### src/hw/ivm_pkg.sv
`default_nettype none
package ivm_pkg;
  // table shape
  localparam int          IVM_NUM_USER   = 32;
  localparam logic [31:0] IVM_VEC_STACK  = 32'h0000_0000;
  localparam logic [31:0] IVM_CORE_FIRST = 32'h0000_0000;
  localparam logic [31:0] IVM_CORE_LAST  = 32'h0000_003c;
  localparam logic [31:0] IVM_USER_BASE  = 32'h0000_0040;
  localparam logic [31:0] IVM_USER_LAST  = 32'h0000_00bc;

  // exception numbers, vector address is four times the number
  localparam logic [5:0]  IVM_EXC_STACK      = 6'h00;
  localparam logic [5:0]  IVM_EXC_RESET      = 6'h01;
  localparam logic [5:0]  IVM_EXC_NMI        = 6'h02;
  localparam logic [5:0]  IVM_EXC_HARD_FAULT = 6'h03;
  localparam logic [5:0]  IVM_EXC_SVC        = 6'h0b;
  localparam logic [5:0]  IVM_EXC_PENDABLE_SERVICE_EXCEPTION     = 6'h0e;
  localparam logic [5:0]  IVM_EXC_SYSTICK    = 6'h0f;
  localparam logic [5:0]  IVM_EXC_USER_FIRST = 6'h10;
  localparam logic [5:0]  IVM_EXC_USER_LAST  = 6'h2f;

  // priorities, two's complement
  localparam logic [7:0]  IVM_PRIO_RESET      = 8'hfd;
  localparam logic [7:0]  IVM_PRIO_NMI        = 8'hfe;
  localparam logic [7:0]  IVM_PRIO_HARD_FAULT = 8'hff;
  localparam logic [7:0]  IVM_PRIO_SVC_INIT   = 8'h03;
  localparam logic [7:0]  IVM_PRIO_PENDABLE_SERVICE_EXCEPTION_INIT = 8'h05;
  localparam logic [7:0]  IVM_PRIO_SYSTICK_INIT = 8'h06;
  localparam logic [7:0]  IVM_PRIO_USER_INIT  = 8'h00;

  // user line of each source
  localparam logic [4:0]  IVM_LINE_GPIO      = 5'h00;
  localparam logic [4:0]  IVM_LINE_FLASH     = 5'h01;
  localparam logic [4:0]  IVM_LINE_UART      = 5'h04;
  localparam logic [4:0]  IVM_LINE_SPI       = 5'h05;
  localparam logic [4:0]  IVM_LINE_RADIO     = 5'h06;
  localparam logic [4:0]  IVM_LINE_WATCHDOG  = 5'h07;
  localparam logic [4:0]  IVM_LINE_ADC       = 5'h0d;
  localparam logic [4:0]  IVM_LINE_I2C_TWO   = 5'h0e;
  localparam logic [4:0]  IVM_LINE_I2C_ONE   = 5'h0f;
  localparam logic [4:0]  IVM_LINE_MFT_ONE_A = 5'h11;
  localparam logic [4:0]  IVM_LINE_MFT_ONE_B = 5'h12;
  localparam logic [4:0]  IVM_LINE_MFT_TWO_A = 5'h13;
  localparam logic [4:0]  IVM_LINE_MFT_TWO_B = 5'h14;
  localparam logic [4:0]  IVM_LINE_RTC       = 5'h15;
  localparam logic [4:0]  IVM_LINE_PKA       = 5'h16;
  localparam logic [4:0]  IVM_LINE_DMA       = 5'h17;

  // lines with a source attached; all others are reserved
  localparam logic [31:0] IVM_WIRED_LINES = 32'h00fe_e0f3;

  typedef enum logic [2:0]
  {
    IVM_PT_NONE,
    IVM_PT_FIXED,
    IVM_PT_SETTABLE,
    IVM_PT_CRITICAL,
    IVM_PT_RESERVED
  } ivm_ptype_t;
endpackage
`default_nettype wire

### src/hw/ivm_top.sv
// Operation
// - thirty-two user lines, vectors 0x40 to 0xbc
// - core vectors 0x00 to 0x3c, below user
// - first table word holds initial stack pointer
// - reset at word one, fixed priority -3
// - non-maskable at word two, fixed priority -2
// - hard fault at 0x0c, fixed priority -1
// - supervisor call at 0x2c, settable, starts 3
// - pendable service at 0x38, settable, starts 5
// - system tick at 0x3c, settable, starts 6
// - gpio line 0, flash line 1
// - uart line 4, spi line 5
// - radio link line 6, critical class
// - watchdog drives line 7
// - adc drives line 13
// - second i2c line 14, first line 15
// - timers a/b onto lines 17 to 20
// - rtc line 21, key accelerator line 22
// - dma drives line 23
// - remaining lines reserved, no source
// - user priorities start 0, software writable except critical line 6
// - user lines come from on-chip peripherals
`default_nettype none
module ivm_top
  import ivm_pkg::*;
(
  // clock and reset
  input  wire logic                clk,
  input  wire logic                rst_b,
  // peripheral requests, same clock domain
  input  wire logic                gpio_irq,
  input  wire logic                flash_irq,
  input  wire logic                uart_irq,
  input  wire logic                spi_irq,
  input  wire logic                radio_link_controller_irq,
  input  wire logic                watchdog_irq,
  input  wire logic                adc_irq,
  input  wire logic                i2c_two_irq,
  input  wire logic                i2c_one_irq,
  input  wire logic                multifunction_timer_one_a_irq,
  input  wire logic                multifunction_timer_one_b_irq,
  input  wire logic                multifunction_timer_two_a_irq,
  input  wire logic                multifunction_timer_two_b_irq,
  input  wire logic                rtc_irq,
  input  wire logic                public_key_accelerator_irq,
  input  wire logic                dma_irq,
  // requests to the nested_vectored_irq_unit
  output logic [31:0]              user_irq,
  // priority write from the core
  input  wire logic                prio_wr_en,
  input  wire logic [5:0]          prio_wr_exc,
  input  wire logic [7:0]          prio_wr_val,
  output logic                     prio_wr_ack,
  output logic                     prio_wr_refused,
  // vector table lookup
  input  wire logic                query_valid,
  input  wire logic [5:0]          query_exc,
  output logic                     rsp_valid,
  output logic [31:0]              rsp_addr,
  output logic [7:0]               rsp_prio,
  output ivm_pkg::ivm_ptype_t      rsp_type,
  output logic                     rsp_handler,
  output logic                     rsp_wired,
  output logic                     rsp_in_table
);
  import ivm_pkg::*;

  // write target, decoded once so the refusal list lives in one place
  typedef enum logic [2:0]
  {
    IVM_WR_USER,
    IVM_WR_SVC,
    IVM_WR_PENDABLE_SERVICE_EXCEPTION,
    IVM_WR_SYSTICK,
    IVM_WR_REFUSE
  } ivm_wr_t;

  typedef struct packed {
    logic [31:0]       irq;
    logic [31:0][7:0]  user_prio;
    logic [7:0]        svc_prio;
    logic [7:0]        pendable_service_exception_prio;
    logic [7:0]        systick_prio;
    logic              wr_ack;
    logic              wr_refused;
    logic              rsp_valid;
    logic [31:0]       rsp_addr;
    logic [7:0]        rsp_prio;
    ivm_ptype_t        rsp_type;
    logic              rsp_handler;
    logic              rsp_wired;
    logic              rsp_in_table;
  } ivm_state_t;

  ivm_state_t  s_q;
  ivm_state_t  s_d;
  logic [31:0] raw_irq;
  logic [5:0]  wr_off;
  logic [4:0]  wr_line;
  logic        wr_user;
  logic [5:0]  q_off;
  logic [4:0]  q_line;
  logic        q_user;
  logic        q_wired;
  ivm_ptype_t  q_type;
  ivm_wr_t     wr_target;

  always_comb
  begin
    s_d            = s_q;
    s_d.wr_ack     = 1'b0;
    s_d.wr_refused = 1'b0;
    s_d.rsp_valid  = 1'b0;

    // each line fed from its on-chip source, never a pin
    raw_irq                     = '0;
    raw_irq[IVM_LINE_GPIO]      = gpio_irq;
    raw_irq[IVM_LINE_FLASH]     = flash_irq;
    raw_irq[IVM_LINE_UART]      = uart_irq;
    raw_irq[IVM_LINE_SPI]       = spi_irq;
    raw_irq[IVM_LINE_RADIO]     = radio_link_controller_irq;
    raw_irq[IVM_LINE_WATCHDOG]  = watchdog_irq;
    raw_irq[IVM_LINE_ADC]       = adc_irq;
    raw_irq[IVM_LINE_I2C_TWO]   = i2c_two_irq;
    raw_irq[IVM_LINE_I2C_ONE]   = i2c_one_irq;
    raw_irq[IVM_LINE_MFT_ONE_A] = multifunction_timer_one_a_irq;
    raw_irq[IVM_LINE_MFT_ONE_B] = multifunction_timer_one_b_irq;
    raw_irq[IVM_LINE_MFT_TWO_A] = multifunction_timer_two_a_irq;
    raw_irq[IVM_LINE_MFT_TWO_B] = multifunction_timer_two_b_irq;
    raw_irq[IVM_LINE_RTC]       = rtc_irq;
    raw_irq[IVM_LINE_PKA]       = public_key_accelerator_irq;
    raw_irq[IVM_LINE_DMA]       = dma_irq;
    // mask is a constant so a stray edit above cannot wake a reserved line
    s_d.irq = raw_irq & IVM_WIRED_LINES;

    // priority writes; fixed and critical entries refuse
    wr_off  = prio_wr_exc - IVM_EXC_USER_FIRST;
    wr_line = wr_off[4:0];
    wr_user = (prio_wr_exc >= IVM_EXC_USER_FIRST) && (prio_wr_exc <= IVM_EXC_USER_LAST);

    case (prio_wr_exc)
      IVM_EXC_SVC:
      begin
        wr_target = IVM_WR_SVC;
      end

      IVM_EXC_PENDABLE_SERVICE_EXCEPTION:
      begin
        wr_target = IVM_WR_PENDABLE_SERVICE_EXCEPTION;
      end

      IVM_EXC_SYSTICK:
      begin
        wr_target = IVM_WR_SYSTICK;
      end

      default:
      begin
        if (wr_user && (wr_line != IVM_LINE_RADIO))
        begin
          wr_target = IVM_WR_USER;
        end
        else
        begin
          // reset, nmi, hard fault, critical line and holes stay put
          wr_target = IVM_WR_REFUSE;
        end
      end
    endcase

    if (prio_wr_en)
    begin
      case (wr_target)
        IVM_WR_USER:
        begin
          s_d.user_prio[wr_line] = prio_wr_val;
          s_d.wr_ack             = 1'b1;
        end

        IVM_WR_SVC:
        begin
          s_d.svc_prio = prio_wr_val;
          s_d.wr_ack   = 1'b1;
        end

        IVM_WR_PENDABLE_SERVICE_EXCEPTION:
        begin
          s_d.pendable_service_exception_prio = prio_wr_val;
          s_d.wr_ack      = 1'b1;
        end

        IVM_WR_SYSTICK:
        begin
          s_d.systick_prio = prio_wr_val;
          s_d.wr_ack       = 1'b1;
        end

        default:
        begin
          s_d.wr_refused = 1'b1;
        end
      endcase
    end

    // table lookup, answered one cycle after the query
    q_off  = query_exc - IVM_EXC_USER_FIRST;
    q_line = q_off[4:0];
    q_user = (query_exc >= IVM_EXC_USER_FIRST) && (query_exc <= IVM_EXC_USER_LAST);

    // per-line class and source presence
    q_type = IVM_PT_SETTABLE;
    case (q_line)
      IVM_LINE_RADIO:
      begin
        q_type = IVM_PT_CRITICAL;
      end
      default:
      begin
        q_type = IVM_PT_SETTABLE;
      end
    endcase
    q_wired = IVM_WIRED_LINES[q_line];

    if (query_valid)
    begin
      s_d.rsp_valid    = 1'b1;
      s_d.rsp_addr     = {24'h00_0000, query_exc, 2'b00};
      s_d.rsp_prio     = 8'h00;
      s_d.rsp_type     = IVM_PT_RESERVED;
      s_d.rsp_handler  = 1'b0;
      s_d.rsp_wired    = 1'b0;
      s_d.rsp_in_table = 1'b1;
      case (query_exc)
        IVM_EXC_STACK:
        begin
          // word zero is data, not a handler
          s_d.rsp_addr = IVM_VEC_STACK;
          s_d.rsp_type = IVM_PT_NONE;
        end

        IVM_EXC_RESET:
        begin
          s_d.rsp_prio    = IVM_PRIO_RESET;
          s_d.rsp_type    = IVM_PT_FIXED;
          s_d.rsp_handler = 1'b1;
        end

        IVM_EXC_NMI:
        begin
          s_d.rsp_prio    = IVM_PRIO_NMI;
          s_d.rsp_type    = IVM_PT_FIXED;
          s_d.rsp_handler = 1'b1;
        end

        IVM_EXC_HARD_FAULT:
        begin
          s_d.rsp_prio    = IVM_PRIO_HARD_FAULT;
          s_d.rsp_type    = IVM_PT_FIXED;
          s_d.rsp_handler = 1'b1;
        end

        IVM_EXC_SVC:
        begin
          s_d.rsp_prio    = s_q.svc_prio;
          s_d.rsp_type    = IVM_PT_SETTABLE;
          s_d.rsp_handler = 1'b1;
        end

        IVM_EXC_PENDABLE_SERVICE_EXCEPTION:
        begin
          s_d.rsp_prio    = s_q.pendable_service_exception_prio;
          s_d.rsp_type    = IVM_PT_SETTABLE;
          s_d.rsp_handler = 1'b1;
        end

        IVM_EXC_SYSTICK:
        begin
          s_d.rsp_prio    = s_q.systick_prio;
          s_d.rsp_type    = IVM_PT_SETTABLE;
          s_d.rsp_handler = 1'b1;
        end

        default:
        begin
          if (q_user)
          begin
            s_d.rsp_addr    = IVM_USER_BASE + {25'h000_0000, q_line, 2'b00};
            s_d.rsp_prio    = s_q.user_prio[q_line];
            s_d.rsp_type    = q_type;
            s_d.rsp_handler = 1'b1;
            s_d.rsp_wired   = q_wired;
          end
          else if (query_exc > IVM_EXC_USER_LAST)
          begin
            // beyond the last user vector: nothing there
            s_d.rsp_addr     = 32'h0000_0000;
            s_d.rsp_type     = IVM_PT_NONE;
            s_d.rsp_in_table = 1'b0;
          end
        end
      endcase
    end
  end

  always_ff @(posedge clk)
  begin
    if (!rst_b)
    begin
      s_q              <= '0;
      s_q.irq          <= '0;
      s_q.wr_ack       <= 1'b0;
      s_q.wr_refused   <= 1'b0;
      s_q.rsp_valid    <= 1'b0;
      s_q.rsp_addr     <= 32'h0000_0000;
      s_q.rsp_prio     <= 8'h00;
      s_q.rsp_handler  <= 1'b0;
      s_q.rsp_wired    <= 1'b0;
      s_q.rsp_in_table <= 1'b0;
      s_q.user_prio    <= {IVM_NUM_USER{IVM_PRIO_USER_INIT}};
      s_q.svc_prio     <= IVM_PRIO_SVC_INIT;
      s_q.pendable_service_exception_prio  <= IVM_PRIO_PENDABLE_SERVICE_EXCEPTION_INIT;
      s_q.systick_prio <= IVM_PRIO_SYSTICK_INIT;
      s_q.rsp_type     <= IVM_PT_NONE;
    end
    else
    begin
      s_q <= s_d;
    end
  end

  // every output straight from the state register; requests lag sources by one cycle
  assign user_irq        = s_q.irq;
  assign prio_wr_ack     = s_q.wr_ack;
  assign prio_wr_refused = s_q.wr_refused;
  assign rsp_valid       = s_q.rsp_valid;
  assign rsp_addr        = s_q.rsp_addr;
  assign rsp_prio        = s_q.rsp_prio;
  assign rsp_type        = s_q.rsp_type;
  assign rsp_handler     = s_q.rsp_handler;
  assign rsp_wired       = s_q.rsp_wired;
  assign rsp_in_table    = s_q.rsp_in_table;
endmodule
`default_nettype wire

### config.mk
export PLATFORM = sky130hd
export DESIGN_NAME = ivm_top
export DESIGN_NICKNAME = d
export VERILOG_FILES = /design/src/hw/ivm_pkg.sv /design/src/hw/ivm_top.sv
export SDC_FILE = /design/constraint.sdc
export NUM_CORES = 1
export LEC_CHECK = 0
export ABC_AREA = 1
export ABC_CLOCK_PERIOD_IN_PS = 1800
export BUFFER_PORTS_ARGS = -buffer_cell sky130_fd_sc_hd__buf_4
export CAP_MARGIN = 25
export CELL_PAD_IN_SITES_DETAIL_PLACEMENT = 1
export CELL_PAD_IN_SITES_GLOBAL_PLACEMENT = 1
export CORE_ASPECT_RATIO = 0.9
export CORE_MARGIN = 5
export CORE_UTILIZATION = 39
export DETAILED_ROUTE_END_ITERATION = 10
export PLACE_DENSITY_LB_ADDON = 0.1
export SYNTH_ARGS = -nofsm -noshare
export SYNTH_HDL_FRONTEND = slang
export SYNTH_SLANG_ARGS = --single-unit
### constraint.sdc
create_clock -name clk -period 1.8 [get_ports clk]
set_clock_uncertainty 0.1 [all_clocks]
set_input_delay 0.09 -clock clk [delete_from_list [all_inputs] [get_ports clk]]
set_output_delay 0.09 -clock clk [all_outputs]
set_load 0.02 [all_outputs]
-- Word-level counts from Yosys, hierarchy flattened
Memory sizes are Yosys's and may differ from the RTL's.
Index checks and enable logic that the tools add are counted.
- shift-type cells: 0
- add/subtract/negate cells: 3
- magnitude comparators: 8
- bitwise gates (word level): 0
- equality and inequality tests: 14
- divide/modulo/power cells: 0
- mux-type cells: 25
- reduce and logical (&&, ||, !) cells: 16
- multiply operators: 0
- operator list (operator ; count):
    256-bit bitwise mux ; 1
    32-bit one-hot mux with 2 select lines ; 1
    8-bit one-hot mux with 7 select lines ; 1
    47-bit two-way mux ; 1
    8-bit binary-select mux with 5-bit select ; 1
    8-bit demux with 5-bit select ; 1
    6-bit by 4-bit == test with 1-bit output, second input constant ; 6
    32-bit two-way mux ; 1
    8-bit two-way mux ; 4
    3-bit one-hot mux with 3 select lines ; 2
    6-bit by 2-bit == test with 1-bit output, second input constant ; 2
    6-bit by 5-bit greater-or-equal comparator with 1-bit output, second input constant ; 2
    6-bit less-or-equal comparator, second input constant ; 2
    5-bit by 6-bit < comparator with 1-bit output, second input constant ; 2
    2-bit AND reduction ; 5
    5-bit subtractor, second input constant ; 2
    3-bit two-way mux ; 3
    7-bit by 7-bit adder with 8-bit output, first input constant ; 1
    7-bit OR reduction ; 1
    3-bit by 2-bit == test with 1-bit output, second input constant ; 2
    6-bit by 1-bit == test with 1-bit output, second input constant ; 1
    6-bit > comparator, second input constant ; 1
    6-bit logical NOT ; 1
    1-bit two-way mux ; 6
    11 further kinds ; 16
- output and inout port bits: 81
- bits in writable memories: 0
- flip-flop bits (word level): 361
- ROM bits: 32
- memories: 1
- bits in latches: 0
- memories (memory ; words ; bits a word ; read ports ; clocked after memory_dff ; wr ports ; RTL line ; source):
    (no name shown) ; 32 ; 1 ; 1 ; 0 ; 0 ; ivm_top.sv:222 ; q_wired = IVM_WIRED_LINES[q_line];

-- Depth between registers and ports, before layout
- depth in word-level cells: 8
- mapped depth: 14

-- Least setup slack after synthesis
OpenSTA, ideal clock, no wires.
- kind: input to register
- from: input port prio_wr_exc[4]
- to: register s_q[228] in the netlist's numbering
- required time: 1.568 ns
- cell stages on the path: 12
- arrival: 1.526 ns
- setup time: 0.132 ns
- setup slack: 0.042 ns
- buffers on the path: 2
- cells stage by stage: buf_6 > inv_2 > ha_1 > nand2_1 > a21oi_2 > nor2_2 > nand2_8 > nor2_8 > buf_8 > nand2_2 > nand2_1 > a21oi_1
- cells in the longest elaborated chain, start to end: 7
- elaborated cells between the ends (all ways): 19
- those cells by class: 1 x add/sub; 4 x order compare; 4 x eq/ne; 5 x mux; 5 x reduce/logical
- ends and longest elaborated chain (what ; RTL line ; source):
    start, declared ; ivm_top.sv:51 ; input wire logic [5:0] prio_wr_exc,
    branches (longest 7 deep; another with 5-bit by 6-bit < comparator with 1-bit output) ; n/a ;
    end, declared ; ivm_top.sv:95 ; ivm_state_t s_q;
Parallel ways; which one is timed is not known.
A chain may end at the register's enable or synchronous reset.

-- Final worst setup path
- from: input port query_exc[1]
- to: register, netlist name rsp_addr[6]
- cells in the longest elaborated chain, start to end: 4
- elaborated cells between the ends (all ways): 17
- those cells by class: 2 x add/sub; 3 x order compare; 6 x eq/ne; 3 x mux; 3 x reduce/logical
- ends and longest elaborated chain (what ; RTL line ; source):
    start, declared ; ivm_top.sv:57 ; input wire logic [5:0] query_exc,
    5-bit subtractor (tied with other cells) ; ivm_top.sv:206 ; q_off = query_exc - IVM_EXC_USER_FIRST;
    7-bit by 7-bit adder with 8-bit output (tied with other cells) ; ivm_top.sv:287 ; s_d.rsp_addr = IVM_USER_BASE + {25'h000_0000, q_line, 2'b00};
    32-bit two-way mux ; ivm_top.sv:285 ; if (q_user)
    32-bit one-hot mux with 2 select lines (*) ; ivm_top.sv:233 ; case (query_exc)
Every way passes the cells marked *; elsewhere a longest branch is shown, timed or not.

==> results_dict.tcl <==
set metrics [dict create \
    maxSlewViolCount 0 \
    dr.first_iter.drc_count 907 \
    p_leak_uw 0.00780 \
    first_global_vias 15621 \
    setup_viol 1 \
    cp.required_ps 2140 \
    die_y_um 198 \
    finalHoldViolCount 0 \
    period_share_pct 100 \
    gr-usage-all-layers_pct 25.8 \
    drive_gt1_share_pct 14.6 \
    fin_area_um2 18700 \
    syn_area_um2 15300 \
    hold_depth 5 \
    ys.warnings.count 0 \
    multi_input_area_um2 7570 \
    slew_headroom_pct 55.6 \
    cts_buffers 38 \
    r2r_end "rsp_prio[7]" \
    ys_seq_area_share_pct 41.7 \
    routabilityCongestion 0.882 \
    clk_path_buf_depth 3 \
    grt_antenna_before_repair 0 \
    synthCells 2278 \
    dpl.hpwl_mm 37.0 \
    dpl_cell_area_um2 16900 \
    drt_wl_total_mm 57.4 \
    min_from "prio_wr_exc[3]" \
    fin_nets 2447 \
    critPathLaunchType "input port" \
    rows 68 \
    dieWidth_um 219 \
    first_pass_iters 5 \
    antenna_cells 0 \
    critPathKind "in2reg" \
    grt_overflow 0 \
    initial_core_util_pct 39.7 \
    hold_end "s_q[107]" \
    arrival_ps 2150 \
    startpoint "query_exc[1]" \
    regArea_um2 6390 \
    vias 15367 \
    num-fill-cells 5032 \
    maxClockFrequency_mhz 553 \
    r2r_cells 11 \
    cts.sinks 319 \
    worst_pin_slew_ps 667 \
    failed_checks "negative setup slack" \
    endpoint_kind "flop" \
    instances_no_fill 2952 \
    status "complete, but fails checks" \
    maxCapViolCount 0 \
    cts_tree "done" \
    dpl.cell_count 2837 \
    ys_seq_elements 319 \
    worstSkewPairLatency_ps 560 \
    core_area_um2 38600 \
    ir_worst_vdd_mv 0.587 \
    areaGrowthSynthToFinish_pct 22.2 \
    cts-root-buf "clkbuf_16" \
    synth_cell_types 40 \
    path_max_fanout 8 \
    rsz0062_at_grt "yes" \
    grt_pass1_wl_mm 88.9 \
    powerDensity_nw_per_um2 900 \
    detail-route-antenna-nets 0 \
    io-pin-count 121 \
    dieArea_um2 43400 \
    total_power_uw 16900 \
    avgRoutedWirePerCell_um 19.5 \
    viasPerCell 5.21 \
    critical_path.reg2reg.startpoint "s_q[208]" \
    worst_hold_path_type "in2reg" \
    drc 0 \
    synth_area_per_cell_um2 6.73 \
    htreeDepth 2 \
    clk_pin_slew_ps 60 \
    port_buffers 78 \
    fin_ws_ps -7.93 \
    period_needed_ps 1810 \
    final_core_util_pct 48.5 \
    ff2ff_setup_slack_ps 230 \
    grt_max_degree 67 \
]
[cell usage after synthesis (all sizes together)]
| library cell | count | area share (%) |
|---|---|---|
| a211oi | 3 | 0.15 |
| a21boi | 1 | 0.12 |
| a21oi | 298 | 9.8 |
| a31oi | 2 | 0.082 |
| and2 | 7 | 0.29 |
| buf | 140 | 6.3 |
| clkbuf | 89 | 2.2 |
| clkinv | 3 | 0.073 |
| conb | 1 | 0.024 |
| dfxtp | 319 | 42 |
| ha | 7 | 0.57 |
| inv | 76 | 1.9 |
| nand2 | 938 | 23 |
| nand3 | 251 | 8.2 |
| nand4 | 2 | 0.082 |
| nor2 | 94 | 2.9 |
| nor3 | 13 | 1.0 |
| nor4 | 3 | 0.12 |
| o211ai | 5 | 0.24 |
| o21ai | 22 | 0.72 |
| o22ai | 2 | 0.082 |
| o31ai | 1 | 0.049 |
| or2 | 1 | 0.041 |
[cell type report]
type	count	share of cell area, %
repair buffers	269	13.4
flip-flops and latches	319	34.1
multi-input cells	1693	40.5
clock buffers	52	5.80
clock inverters	15	0.969
inverters	79	1.72
well taps	525	3.51
[how the worst max path moves through the flow]
stage	slack, ps	cells past startpoint	endpoint
finish	-8	14	rsp_addr[6]
global route	-70	14	rsp_addr[6]
CTS	20	13	rsp_prio[7]
detailed placement	-140	11	s_q[181]
global placement	-90	12	rsp_prio[3]
floorplan	40	12	s_q[228]
[through the flow]
stage               TNS, ps  worst slack (ps)  hold WS, ps
global placement      -2100             -87.0          171
finish                -7.93             -7.93         29.6
global route           -299             -71.3         43.4
detailed placement    -9300              -140          179
floorplan                 0              42.1         87.6
CTS                       0              21.9        0.661
[critical path, cell delays in order]
cell	delay (ps)
dlygate4sd3_1	600
buf_12	170
nand2_2	100
buf_4	160
buf_4	140
nor3_4	240
nor2_4	70
nand2_4	100
buf_4	120
inv_2	50
nand2_2	80
o211ai_1	100
nand2_1	90
inv_1	40
[sequential cells by signal, indices dropped and copies added (netlist names)]
| signal | cells |
|---|---|
| rsp_wired | 1 |
| user_irq | 16 |
| rsp_handler | 1 |
| rsp_addr | 6 |
| rsp_type | 3 |
| prio_wr_ack | 1 |
| rsp_in_table | 1 |
| prio_wr_refused | 1 |
| rsp_prio | 8 |
| rsp_valid | 1 |
| s_q | 280 |
[layer usage]
metal	global-route usage, %	vias up	wire (µm)
met5	0	-	0
met4	6.37	0	983
met1	35.4	7532	26400
met3	3.61	69	2690
met2	43.0	328	27400
li1	-	7438	-
[cells by family after synthesis]
family | count (synthesis) | synth area share (%)
adders and majority gates | 7 | 0.571
buffers and inverters | 308 | 10.5
DFF | 319 | 41.7
other | 1 | 0.0245
and+or+nand+nor | 1309 | 36.0
AOI/OAI and AO/OA | 334 | 11.2
[cell usage in the layout, fill, tap and decap left out, types with 3 or more instances in the layout]
cell             n
nor4_1           3
nand3_2          3
nand3_1        248
nor3_4           9
nand2_2         15
clkinv_2         9
o21ai_0         21
and2_1           4
nor2_4           4
a21oi_1        297
inv_2           12
nor2_8           4
clkbuf_1         7
clkbuf_8         6
clkbuf_16       39
nand2_1        919
clkinv_1         3
inv_1           60
nor2_1          81
and2_0           3
nand2_4          3
nor2_2           6
dfxtp_1        319
buf_12          31
bufinv_16        4
dlygate4sd3_1   42
conb_1          42
buf_4          195
o211ai_1         5
ha_1             6
[where the power goes]
group          switching (µW)  internal, µW  leakage, µW  total [µW]
clock network            3190          4790     0.000628        7980
registers                39.6          7140      0.00258        7180
logic                    1150           548      0.00460        1700
[what timing repair did]
item | CTS | global route
endpoints found under the setup margin | 0 | 19
hold endpoints to repair | 114 | 0
gates resized for setup | 0 | 22
hold buffers | 42 | 0
setup buffers | 0 | 5
No activity file was read; power rests on OpenSTA's default activity.
